===== config.mk =====
export PLATFORM = sky130hd
export DESIGN_NAME = mrrc_top
export DESIGN_NICKNAME = d
export VERILOG_FILES = /design/src/common/mrrc_pkg.sv /design/src/verilog/mrrc_top.sv
export SDC_FILE = /design/constraint.sdc
export NUM_CORES = 1
export LEC_CHECK = 0
export ABC_AREA = 1
export BUFFER_PORTS_ARGS = -buffer_cell sky130_fd_sc_hd__buf_4
export CAP_MARGIN = 20
export CORE_MARGIN = 2
export CORE_UTILIZATION = 51
export DETAILED_ROUTE_END_ITERATION = 8
export GPL_TIMING_DRIVEN = 0
export PLACE_DENSITY_LB_ADDON = 0.2
export SETUP_SLACK_MARGIN = 0.02
export SLEW_MARGIN = 15
export SYNTH_ARGS = -nofsm -noshare
export SYNTH_HDL_FRONTEND = slang
export SYNTH_SLANG_ARGS = --single-unit
export TNS_END_PERCENT = 50

===== constraint.sdc =====
create_clock -name mclk_i -period 2.3 [get_ports mclk_i]
set_input_delay 0.69 -clock mclk_i [delete_from_list [all_inputs] [get_ports mclk_i]]
set_output_delay 0.69 -clock mclk_i [all_outputs]
set_load 0.02 [all_outputs]

===== src/common/mrrc_pkg.sv =====
/*
  mrrc_pkg: register indices, field positions, reset values, modes and carrier
  structs for the receive and retransmit control block.
  assumes: APB byte address = 4 * register index, 32-bit data, 8-bit registers.
*/
package mrrc_pkg;

  // register indices, byte address is four times the index
  localparam logic [5:0] IDX_RETX      = 6'h14;
  localparam logic [5:0] IDX_RX_PRI    = 6'h15;
  localparam logic [5:0] IDX_RX_SEC    = 6'h16;
  localparam logic [5:0] IDX_ACK_WAIT  = 6'h17;
  localparam logic [5:0] IDX_EVENTS    = 6'h20;

  // receive_control_primary fields
  localparam int unsigned PRI_RX_EN    = 7;
  localparam int unsigned PRI_BYPASS   = 6;
  localparam int unsigned PRI_SEC      = 5;
  localparam int unsigned PRI_APP_HI   = 4;
  localparam int unsigned PRI_APP_LO   = 1;

  // receive_control_secondary fields
  localparam int unsigned SEC_FULL     = 7;
  localparam int unsigned SEC_DUP_EN   = 6;
  localparam int unsigned SEC_ACK_RXFP = 5;
  localparam int unsigned SEC_ACK_TXFP = 4;
  localparam int unsigned SEC_RPT_EN   = 3;
  localparam int unsigned SEC_ACK_EN   = 2;
  localparam int unsigned SEC_ADPT_CH  = 1;
  localparam int unsigned SEC_ADPT_DR  = 0;

  // event register bits, write one to clear
  localparam int unsigned EV_TX_ACK    = 0;
  localparam int unsigned EV_OVERFLOW  = 1;
  localparam int unsigned EV_DUP       = 2;
  localparam int unsigned EV_RX_DONE   = 3;
  localparam int unsigned EV_DECRYPT   = 4;
  localparam int unsigned EV_TAG       = 5;
  localparam int unsigned EV_W         = 6;

  // reset values
  localparam logic [3:0] RETRY_LIMIT_RST = 4'h3;
  localparam logic [7:0] RX_PRI_RST      = 8'h00;
  localparam logic [7:0] RX_SEC_RST      = 8'h00;
  localparam logic [7:0] ACK_WAIT_RST    = 8'h80;

  typedef enum logic [1:0] {
    MODE_PACKET    = 2'b00,
    MODE_RX_STREAM = 2'b01,
    MODE_TX_STREAM = 2'b10,
    MODE_SPARE     = 2'b11
  } mrrc_mode_e;

  typedef enum logic [2:0] {
    APP_IDLE = 3'b000,
    APP_LQI  = 3'b001,
    APP_RSSI = 3'b010,
    APP_CHDR = 3'b011,
    APP_CFO  = 3'b100
  } mrrc_app_e;

  typedef struct packed {
    logic        detect;
    logic        is_ack;
    logic        frame_pend;
    logic        ack_req;
    logic        repeat_req;
    logic [3:0]  info_ch;
    logic [2:0]  info_dr;
    logic [15:0] src_addr;
    logic [7:0]  seq_num;
  } mrrc_rx_frame_s;

  typedef struct packed {
    logic [7:0] link_quality;
    logic [7:0] signal_strength;
    logic [7:0] freq_offset_measurement;
    logic [3:0] channel_select;
    logic       frame_format_select;
    logic [2:0] data_rate_select;
  } mrrc_rx_meas_s;

  typedef struct packed {
    logic       send;
    logic [3:0] channel;
    logic [2:0] rate;
    logic       frame_pend;
  } mrrc_ack_s;

endpackage


===== src/verilog/mrrc_top.sv =====
/*
  mrrc_top: receive and retransmit control registers of a low-rate radio MAC,
  reached over APB, with the hardware side effects of those registers.
  assumes: all MAC datapath inputs are on mclk_i; APB master follows the
  two-phase protocol; the packet buffer writer honours app_valid_o/app_ready_i.
*/
// Design decision made here: the APB interface to the registers.
`timescale 1ns/1ps
`default_nettype none

// How it works
// - retry_limit in bits 7..4 sets retries; zero means no waiting for ACK
// - attempt number counts retries; at limit a failure aborts and flags tx ACK
// - clearing rx enable mid-packet in packet or rx-stream mode aborts it
// - mode change to tx-stream clears rx enable, to rx-stream sets it
// - radio listens for CCA and ACK frames regardless of rx enable
// - parse bypass skips parsing, leaving only the CRC check
// - writing rx security start runs processing, self-clears, raises decrypt flag, or tag flag on tag failure
// - bits 4 and 3 append link quality and signal strength bytes
// - bit 2 appends channel, format and rate, packed MSB first
// - bit 1 appends the frequency offset byte
// - full buffer at a valid packet in packet mode raises overflow and blocks the write
// - packet mode sets buffer full on arrival; host clears it
// - rx-stream mode shows whether the read buffer holds a packet
// - duplicate rejection discards repeats and flags duplicate instead
// - ack_rx_pending_status mirrors pending bit of last ACK received with frame_format_i low
// - sent ACKs carry ack_tx_pending_value in the pending slot, zero when frame_format_i is set
// - auto repeat resends received packets carrying the repeat flag
// - auto ACK answers every accepted packet that requests one
// - with frame_format_i set, adaptive bits take ACK channel and rate from the ack_info_field
// - ACK wait is 1 to 127 units; zero acts as one unit
module mrrc_top (
  input  wire logic                    mclk_i,
  input  wire logic                    rst_n_i,
  input  wire logic                    psel_i,
  input  wire logic                    penable_i,
  input  wire logic                    pwrite_i,
  input  wire logic [7:0]              paddr_i,
  input  wire logic [31:0]             pwdata_i,
  output logic [31:0]                  prdata_o,
  output logic                         pready_o,
  output logic                         pslverr_o,
  input  wire logic [1:0]              transceiver_mode_i,
  input  wire logic                    frame_format_i,
  input  wire logic [3:0]              channel_cfg_i,
  input  wire logic [2:0]              rate_cfg_i,
  input  wire logic                    tx_start_i,
  input  wire logic                    tx_fail_i,
  input  wire logic                    tx_ok_i,
  input  wire logic                    rx_busy_i,
  input  wire logic                    cca_active_i,
  input  wire logic                    ack_listen_i,
  input  wire logic                    stream_buf_valid_i,
  input  wire mrrc_pkg::mrrc_rx_frame_s rx_frame_i,
  input  wire mrrc_pkg::mrrc_rx_meas_s rx_meas_i,
  input  wire logic                    sec_done_i,
  input  wire logic                    sec_tag_fail_i,
  input  wire logic                    app_ready_i,
  output logic                         rx_radio_on_o,
  output logic                         rx_abort_o,
  output logic                         parse_bypass_o,
  output logic                         sec_start_o,
  output logic                         rx_write_lock_o,
  output logic                         frame_accept_o,
  output logic                         frame_discard_o,
  output mrrc_pkg::mrrc_ack_s          ack_o,
  output logic                         repeat_send_o,
  output logic                         tx_retry_o,
  output logic                         tx_abort_o,
  output logic                         wait_for_ack_o,
  output logic [6:0]                   ack_wait_units_o,
  output logic                         app_valid_o,
  output logic [7:0]                   app_data_o
);

  // first pending append slot, in buffer order
  function automatic mrrc_pkg::mrrc_app_e app_pick(input logic [3:0] left);
    if (left[3]) return mrrc_pkg::APP_LQI;
    if (left[2]) return mrrc_pkg::APP_RSSI;
    if (left[1]) return mrrc_pkg::APP_CHDR;
    if (left[0]) return mrrc_pkg::APP_CFO;
    return mrrc_pkg::APP_IDLE;
  endfunction

  // byte carried by an append slot
  function automatic logic [7:0] app_byte(input mrrc_pkg::mrrc_app_e st, input mrrc_pkg::mrrc_rx_meas_s m);
    logic [7:0] b;
    b = 8'h00;
    unique case (st)
      mrrc_pkg::APP_IDLE: b = 8'h00;
      mrrc_pkg::APP_LQI:  b = m.link_quality;
      mrrc_pkg::APP_RSSI: b = m.signal_strength;
      mrrc_pkg::APP_CHDR: b = {m.channel_select, m.frame_format_select, m.data_rate_select};
      mrrc_pkg::APP_CFO:  b = m.freq_offset_measurement;
      default:            b = 8'h00;
    endcase
    return b;
  endfunction

  // register state
  logic [3:0]                retry_limit_reg;
  logic [3:0]                attempt_reg;
  logic                      rx_enable_reg;
  logic                      parse_bypass_reg;
  logic                      sec_busy_reg;
  logic [3:0]                append_en_reg;
  logic                      buf_full_reg;
  logic                      dup_en_reg;
  logic                      ack_rx_pend_reg;
  logic                      ack_tx_pend_reg;
  logic                      auto_rpt_reg;
  logic                      auto_ack_reg;
  logic                      adapt_ch_reg;
  logic                      adapt_dr_reg;
  logic [7:0]                ack_wait_reg;
  logic [mrrc_pkg::EV_W-1:0] events_reg;
  logic [1:0]                mode_prev_reg;
  logic                      tx_start_prev_reg;
  logic                      last_valid_reg;
  logic [15:0]               last_src_reg;
  logic [7:0]                last_seq_reg;
  logic [3:0]                app_left_reg;
  mrrc_pkg::mrrc_rx_meas_s   meas_reg;
  logic [7:0]                app_data_reg;
  logic [31:0]               prdata_reg;
  logic                      rx_abort_reg;
  logic                      sec_start_reg;
  logic                      accept_reg;
  logic                      discard_reg;
  logic                      repeat_reg;
  logic                      retry_reg;
  logic                      abort_reg;
  mrrc_pkg::mrrc_ack_s       ack_reg;

  // bus decode
  wire        apb_setup  = psel_i & ~penable_i;
  wire        apb_access = psel_i & penable_i;
  wire [5:0]  idx        = paddr_i[7:2];
  wire        aligned    = (paddr_i[1:0] == 2'b00);
  wire        hit_retx   = aligned & (idx == mrrc_pkg::IDX_RETX);
  wire        hit_pri    = aligned & (idx == mrrc_pkg::IDX_RX_PRI);
  wire        hit_sec    = aligned & (idx == mrrc_pkg::IDX_RX_SEC);
  wire        hit_wait   = aligned & (idx == mrrc_pkg::IDX_ACK_WAIT);
  wire        hit_ev     = aligned & (idx == mrrc_pkg::IDX_EVENTS);
  wire        addr_ok    = hit_retx | hit_pri | hit_sec | hit_wait | hit_ev;
  wire        wr_en      = apb_access & pwrite_i;
  wire        wr_retx    = wr_en & hit_retx;
  wire        wr_pri     = wr_en & hit_pri;
  wire        wr_sec     = wr_en & hit_sec;
  wire        wr_wait    = wr_en & hit_wait;
  wire        wr_ev      = wr_en & hit_ev;
  wire [7:0]  wbyte      = pwdata_i[7:0];

  // mode tracking
  wire mode_chg     = (transceiver_mode_i != mode_prev_reg);
  wire mode_packet  = (transceiver_mode_i == mrrc_pkg::MODE_PACKET);
  wire mode_rxs     = (transceiver_mode_i == mrrc_pkg::MODE_RX_STREAM);
  wire mode_txs     = (transceiver_mode_i == mrrc_pkg::MODE_TX_STREAM);
  wire rx_en_swclr  = wr_pri & ~wbyte[mrrc_pkg::PRI_RX_EN];
  wire rx_abort_now = rx_en_swclr & rx_enable_reg & rx_busy_i & (mode_packet | mode_rxs);

  wire rx_enable_next = (mode_chg & mode_txs) ? 1'b0 :
                        (mode_chg & mode_rxs) ? 1'b1 :
                        wr_pri ? wbyte[mrrc_pkg::PRI_RX_EN] : rx_enable_reg;

  // frame handling
  wire frame_det   = rx_frame_i.detect & ~rx_frame_i.is_ack & rx_enable_reg & ~rx_abort_now;
  wire is_dup      = dup_en_reg & last_valid_reg & (rx_frame_i.src_addr == last_src_reg)
                     & (rx_frame_i.seq_num == last_seq_reg);
  wire full_block  = buf_full_reg & mode_packet;
  wire accept      = frame_det & ~is_dup & ~full_block;
  wire overflow    = frame_det & ~is_dup & full_block;
  wire dup_hit     = frame_det & is_dup;
  wire ack_rx_seen = rx_frame_i.detect & rx_frame_i.is_ack & ~frame_format_i;
  wire buf_clr     = wr_sec & ~wbyte[mrrc_pkg::SEC_FULL];
  wire buf_full_next = (accept & mode_packet) ? 1'b1 :
                       buf_clr ? 1'b0 : buf_full_reg;

  // ack and repeat requests
  wire ack_fire    = accept & auto_ack_reg & rx_frame_i.ack_req;
  wire rpt_fire    = accept & auto_rpt_reg & rx_frame_i.repeat_req;
  wire [3:0] ack_ch = (frame_format_i & adapt_ch_reg) ? rx_frame_i.info_ch : channel_cfg_i;
  wire [2:0] ack_dr = (frame_format_i & adapt_dr_reg) ? rx_frame_i.info_dr : rate_cfg_i;
  wire ack_fp      = ~frame_format_i & ack_tx_pend_reg;

  // retransmission
  wire at_limit     = (attempt_reg == retry_limit_reg);
  wire tx_give_up   = tx_fail_i & at_limit;
  wire tx_again     = tx_fail_i & ~at_limit;
  wire tx_begin     = tx_start_i & ~tx_start_prev_reg;
  wire [3:0] attempt_next = (tx_begin | tx_ok_i | tx_give_up) ? 4'h0 :
                            tx_again ? 4'(attempt_reg + 4'h1) : attempt_reg;

  // receive security processing
  wire sec_kick     = wr_pri & wbyte[mrrc_pkg::PRI_SEC] & ~sec_busy_reg;
  wire sec_end      = sec_busy_reg & sec_done_i;
  wire sec_busy_next = sec_kick ? 1'b1 : (sec_end ? 1'b0 : sec_busy_reg);

  // sticky events, set wins over clear
  logic [mrrc_pkg::EV_W-1:0] ev_set;
  always_comb begin
    ev_set = '0;
    ev_set[mrrc_pkg::EV_TX_ACK]   = tx_give_up | tx_ok_i;
    ev_set[mrrc_pkg::EV_OVERFLOW] = overflow;
    ev_set[mrrc_pkg::EV_DUP]      = dup_hit;
    ev_set[mrrc_pkg::EV_RX_DONE]  = accept;
    ev_set[mrrc_pkg::EV_DECRYPT]  = sec_end & ~sec_tag_fail_i;
    ev_set[mrrc_pkg::EV_TAG]      = sec_end & sec_tag_fail_i;
  end
  wire [mrrc_pkg::EV_W-1:0] ev_clr  = wr_ev ? wbyte[mrrc_pkg::EV_W-1:0] : '0;
  wire [mrrc_pkg::EV_W-1:0] ev_next = (events_reg & ~ev_clr) | ev_set;

  // status appender
  wire mrrc_pkg::mrrc_app_e app_state = app_pick(app_left_reg);
  wire app_take = app_valid_o & app_ready_i;
  logic [3:0] app_drop;
  always_comb begin
    app_drop = 4'h0;
    unique case (app_state)
      mrrc_pkg::APP_IDLE: app_drop = 4'h0;
      mrrc_pkg::APP_LQI:  app_drop = 4'h8;
      mrrc_pkg::APP_RSSI: app_drop = 4'h4;
      mrrc_pkg::APP_CHDR: app_drop = 4'h2;
      mrrc_pkg::APP_CFO:  app_drop = 4'h1;
      default:            app_drop = 4'h0;
    endcase
  end
  wire [3:0] app_left_next = accept ? append_en_reg :
                             (app_take ? (app_left_reg & ~app_drop) : app_left_reg);
  wire mrrc_pkg::mrrc_rx_meas_s meas_next = accept ? rx_meas_i : meas_reg;
  wire [7:0] app_data_next = app_byte(app_pick(app_left_next), meas_next);

  // read mux
  wire full_view = mode_rxs ? stream_buf_valid_i : buf_full_reg;
  logic [7:0] rd_byte;
  always_comb begin
    rd_byte = 8'h00;
    if (hit_retx) begin
      rd_byte = {retry_limit_reg, attempt_reg};
    end else if (hit_pri) begin
      rd_byte = {rx_enable_reg, parse_bypass_reg, sec_busy_reg, append_en_reg, 1'b0};
    end else if (hit_sec) begin
      rd_byte = {full_view, dup_en_reg, ack_rx_pend_reg, ack_tx_pend_reg,
                 auto_rpt_reg, auto_ack_reg, adapt_ch_reg, adapt_dr_reg};
    end else if (hit_wait) begin
      rd_byte = ack_wait_reg;
    end else if (hit_ev) begin
      rd_byte = {2'b00, events_reg};
    end
  end

  always_ff @(posedge mclk_i) begin
    if (!rst_n_i) begin
      retry_limit_reg  <= mrrc_pkg::RETRY_LIMIT_RST;
      {parse_bypass_reg, append_en_reg} <= {mrrc_pkg::RX_PRI_RST[6], mrrc_pkg::RX_PRI_RST[4:1]};
      {dup_en_reg, ack_tx_pend_reg, auto_rpt_reg} <= {mrrc_pkg::RX_SEC_RST[6], mrrc_pkg::RX_SEC_RST[4:3]};
      {auto_ack_reg, adapt_ch_reg, adapt_dr_reg} <= mrrc_pkg::RX_SEC_RST[2:0];
      ack_wait_reg     <= mrrc_pkg::ACK_WAIT_RST;
    end else begin
      if (wr_retx) retry_limit_reg <= wbyte[7:4];
      if (wr_pri) {parse_bypass_reg, append_en_reg} <= {wbyte[mrrc_pkg::PRI_BYPASS],
                                                        wbyte[mrrc_pkg::PRI_APP_HI:mrrc_pkg::PRI_APP_LO]};
      if (wr_sec) {dup_en_reg, ack_tx_pend_reg, auto_rpt_reg} <= {wbyte[6], wbyte[4], wbyte[3]};
      if (wr_sec) {auto_ack_reg, adapt_ch_reg, adapt_dr_reg} <= wbyte[2:0];
      if (wr_wait) ack_wait_reg <= wbyte;
    end
  end

  always_ff @(posedge mclk_i) begin
    if (!rst_n_i) begin
      attempt_reg <= 4'h0;
      rx_enable_reg <= mrrc_pkg::RX_PRI_RST[7];
      sec_busy_reg <= 1'b0;
      buf_full_reg <= mrrc_pkg::RX_SEC_RST[7];
      ack_rx_pend_reg <= mrrc_pkg::RX_SEC_RST[5];
      events_reg <= '0;
      mode_prev_reg <= mrrc_pkg::MODE_PACKET;
      tx_start_prev_reg <= 1'b0;
    end else begin
      attempt_reg <= attempt_next;
      rx_enable_reg <= rx_enable_next;
      sec_busy_reg <= sec_busy_next;
      buf_full_reg <= buf_full_next;
      if (ack_rx_seen) ack_rx_pend_reg <= rx_frame_i.frame_pend;
      events_reg <= ev_next;
      mode_prev_reg <= transceiver_mode_i;
      tx_start_prev_reg <= tx_start_i;
    end
  end

  always_ff @(posedge mclk_i) begin
    if (!rst_n_i) begin
      last_valid_reg <= 1'b0;
      last_src_reg <= 16'h0000;
      last_seq_reg <= 8'h00;
      app_left_reg <= 4'h0;
      meas_reg <= '0;
      app_data_reg <= 8'h00;
      prdata_reg <= 32'h0000_0000;
    end else begin
      if (accept) {last_valid_reg, last_src_reg, last_seq_reg} <= {1'b1, rx_frame_i.src_addr, rx_frame_i.seq_num};
      app_left_reg <= app_left_next;
      meas_reg <= meas_next;
      app_data_reg <= app_data_next;
      if (apb_setup) prdata_reg <= {24'h000000, rd_byte};
    end
  end

  always_ff @(posedge mclk_i) begin
    if (!rst_n_i) begin
      {rx_abort_reg, sec_start_reg, accept_reg, discard_reg} <= 4'h0;
      {repeat_reg, retry_reg, abort_reg} <= 3'b000;
      ack_reg <= '0;
    end else begin
      {rx_abort_reg, sec_start_reg, accept_reg, discard_reg} <= {rx_abort_now, sec_kick, accept, overflow | dup_hit};
      {repeat_reg, retry_reg, abort_reg} <= {rpt_fire, tx_again, tx_give_up};
      ack_reg <= '{send: ack_fire, channel: ack_ch, rate: ack_dr, frame_pend: ack_fp};
    end
  end

  // outputs
  assign pready_o         = apb_access;
  assign pslverr_o        = apb_access & ~addr_ok;
  assign prdata_o         = prdata_reg;
  assign rx_radio_on_o    = rx_enable_reg | cca_active_i | ack_listen_i;
  assign rx_abort_o       = rx_abort_reg;
  assign parse_bypass_o   = parse_bypass_reg;
  assign sec_start_o      = sec_start_reg;
  assign rx_write_lock_o  = full_block;
  assign frame_accept_o   = accept_reg;
  assign frame_discard_o  = discard_reg;
  assign ack_o            = ack_reg;
  assign repeat_send_o    = repeat_reg;
  assign tx_retry_o       = retry_reg;
  assign tx_abort_o       = abort_reg;
  assign wait_for_ack_o   = (retry_limit_reg != 4'h0);
  assign ack_wait_units_o = (ack_wait_reg[6:0] == 7'h00) ? 7'h01 : ack_wait_reg[6:0];
  assign app_valid_o      = (app_state != mrrc_pkg::APP_IDLE);
  assign app_data_o       = app_data_reg;
endmodule

`default_nettype wire

==> results_dict.tcl <==
set metrics [dict create \
    run_status "complete, but fails checks" \
    violations_in_the_final_reports "setup timing" \
    hold_violations 0 \
    num_vias 6333 \
    path_class "in2out" \
    routed_wire_length_per_instance_um 13.2 \
    floorplan.die.height_um 115 \
    start_util 0.525 \
    grt_pass1_wl_um 27000 \
    dominantRegCellSynth "sky130_fd_sc_hd__dfxtp_1" \
    layout.cells.most_common_list "191 x sky130_fd_sc_hd__buf_4, 188 x sky130_fd_sc_hd__nand2_1, 142 x sky130_fd_sc_hd__inv_1" \
    worstSkewPairLatency_ns 0.42 \
    drc_errors 0 \
    critPathBufInv 3 \
    pre_cts_slack_ns -0.413 \
    dp_hpwl_um 12700 \
    synth_async_sr_flop_share 0 \
    worstPathMaxFanout 4 \
    row_count 40 \
    drt-pass1-iter-count 6 \
    placed_cells_incl_taps 1253 \
    dr.first_iter.drc_count 436 \
    place.port_buffers 154 \
    grt_setup_unrepaired "yes" \
    grt_pass1_vias 5843 \
    longest_individual_stage_delay_on_the_worst_path_ns 0.16 \
    die_area_mm2 0.0133 \
    yosys_warnings 0 \
    timing_worst_slew_pin_value_ns 0.596 \
    worst-r2r-cell-count 17 \
    fin_hold_ws_ns 0.451 \
    globalRouteOverflowTotal 0 \
    timing.max_cap.violations 0 \
    fin_cells 1294 \
    crit_slowest_cell "sky130_fd_sc_hd__buf_4" \
    cts_root_buf "sky130_fd_sc_hd__clkbuf_16" \
    fin_util 0.711 \
    nets 1250 \
    hold_path_class "reg2reg" \
    grt_max_degree 17 \
    synth_area_per_cell_um2 6.98 \
    timing.critical_path.cells "buf_4 > inv_1 > nor2_4 > nand2_2 > nor2_4 > nor2_2 > nand3_2 > nor3_2 > buf_4" \
    synth_edf_count 0 \
    ys_seq_area_frac 0.420 \
    cp_top_family "simple AND/OR/NAND/NOR gates" \
    cp.depth 9 \
    crit_path_start_kind "input port" \
    clkSinkCount 133 \
    power_density_mw_per_mm2 632 \
    core-area_mm2 0.0121 \
    vias_per_cell 4.89 \
    max-slew-margin-rel 0.602 \
    worst_path_required_ns 1.61 \
    min_delay_path_depth 2 \
    fmax_mhz 431 \
    yosys.cell_types.count 48 \
    finalWorstPathRequiredPeriod_ns 2.32 \
    period_share 1.01 \
    final.setup.worst_slack_ns -0.0208 \
    finalSetupViolCount 1 \
    place_congestion 0.946 \
    pin_count 203 \
    post_cts_hold_buffer_count 0 \
    die-width_um 115 \
    clockBufferDepth 2 \
    path_clk_slew_ns 0.05 \
    total_power_uw 5420 \
    worstPathArrival_ns 1.63 \
    slew_violations 0 \
    cts_tree "yes" \
    post_route_cells_drive_above_1_share 0.250 \
    grt_use_total 0.258 \
    htree_levels 4 \
    worst_setup_skew_after_layout_ns 0.00701 \
    power.static_leakage_uw 0.00408 \
    postSynthRegisterBits 133 \
    timing.critical_path.to_type "output pin" \
    diodes_inserted 0 \
    layout.cells.most_common "sky130_fd_sc_hd__buf_4" \
    largest_register_ff_count 32 \
    area.growth.synth_to_final_pct 35.3 \
    postRouteWirelength_um 17100 \
    worst_vdd_ir_v 0.000438 \
    post_synth_instance_area_mm2 0.00634 \
    synthesis.instances 908 \
    detail-route-antenna-nets 0 \
    number_of_cts_inserted_buffers 17 \
    initial_antenna_violation_count 0 \
]
==> Yosys cell counts (2+ instances only) <==
library cell                instances  area share
sky130_fd_sc_hd__inv_1            145       0.086
sky130_fd_sc_hd__o211ai_1           6      0.0071
sky130_fd_sc_hd__clkinv_1           2      0.0012
sky130_fd_sc_hd__buf_2              9      0.0071
sky130_fd_sc_hd__xnor2_1            6      0.0083
sky130_fd_sc_hd__a221oi_1           3      0.0041
sky130_fd_sc_hd__nor2_1            76       0.045
sky130_fd_sc_hd__nor2_2             4      0.0039
sky130_fd_sc_hd__nand3_2            2      0.0032
sky130_fd_sc_hd__nor3_1             9      0.0071
sky130_fd_sc_hd__nand2_4            3      0.0053
sky130_fd_sc_hd__a21oi_1           82       0.065
sky130_fd_sc_hd__o2111ai_1          3      0.0041
sky130_fd_sc_hd__o21ai_0           73       0.058
sky130_fd_sc_hd__xor2_1             2      0.0028
sky130_fd_sc_hd__dfxtp_1          133        0.42
sky130_fd_sc_hd__nand3_1           43       0.034
sky130_fd_sc_hd__buf_4             27       0.032
sky130_fd_sc_hd__buf_6              4      0.0071
sky130_fd_sc_hd__nor3_2             2      0.0032
sky130_fd_sc_hd__clkbuf_1          18       0.011
sky130_fd_sc_hd__nand4_1           16       0.016
sky130_fd_sc_hd__nand2_1          190        0.11
sky130_fd_sc_hd__nand2_2            5      0.0049
sky130_fd_sc_hd__o21ai_1           15       0.012
sky130_fd_sc_hd__inv_2              3      0.0018
sky130_fd_sc_hd__nor2_4             3      0.0053
sky130_fd_sc_hd__nor4_1             3      0.0030
sky130_fd_sc_hd__o21a_1             2      0.0024
==> final timing paths <==
path	end	start	slack, ns
setup / recovery	pslverr_o	paddr_i[6]	-0.02
setup reg to reg	app_data_o[5]	last_seq_reg[7]	0.19
hold reg to reg	last_valid_reg	last_valid_reg	0.45
hold / removal	last_valid_reg	last_valid_reg	0.45
==> report_power, final <==
| part | switching (uW) | total, uW | leakage, uW | internal (uW) |
|---|---|---|---|---|
| combinational | 290 | 532 | 0.00274 | 242 |
| sequential | 15.4 | 2360 | 0.00108 | 2340 |
| clock | 935 | 2530 | 0.000266 | 1600 |
==> area by class of cell <==
| type | count | area, um^2 |
|---|---|---|
| Tap cell | 168 | 210 |
| Inverter | 150 | 566 |
| Multi-Input combinational cell | 588 | 2950 |
| Clock inverter | 6 | 80.1 |
| Fill cell | 1033 | 3490 |
| Timing Repair Buffer | 166 | 1260 |
| Clock buffer | 23 | 458 |
| Sequential cell | 133 | 2660 |
| Buffer | 60 | 390 |
==> metrics by stage <==
stage               instance area (um^2)  TNS, ns
floorplan                           6430        0
global placement                    7790    -7.30
detailed placement                  7790    -8.51
CTS                                 8420        0
global route                        8570   -0.180
finish                              8570  -0.0208
==> timing repair <==
item	CTS	global route
gates resized for setup	17	22
pin swaps	4	5
setup endpoints to repair	2	9
buffers inserted	3	9
==> tightest hold or removal path, cell delays in order (launching register included) <==
cell and delay, ns:
sky130_fd_sc_hd__dfxtp_1 0.31, sky130_fd_sc_hd__nand2_1 0.05, sky130_fd_sc_hd__nand2_1 0.04
==> layer usage <==
layer | global-route usage | vias up | share of wire
met5 | 0 | - | 0
met4 | 0.113 | 0 | 0.026
met3 | 0.0591 | 38 | 0.064
met2 | 0.439 | 228 | 0.49
met1 | 0.312 | 2806 | 0.42
li1 | - | 3261 | -
==> cells by family after synthesis <==
kind of cell	Yosys count	synth area share
AO/OA/AOI/OAI	191	0.161
XOR/XNOR	8	0.0111
adder cells (fa/ha/maj)	1	0.00197
buffers and inverters	210	0.149
flip-flops	133	0.420
other	1	0.000592
AND/OR/NAND/NOR	364	0.257
Note: power is estimated with default switching activity, not from simulation.
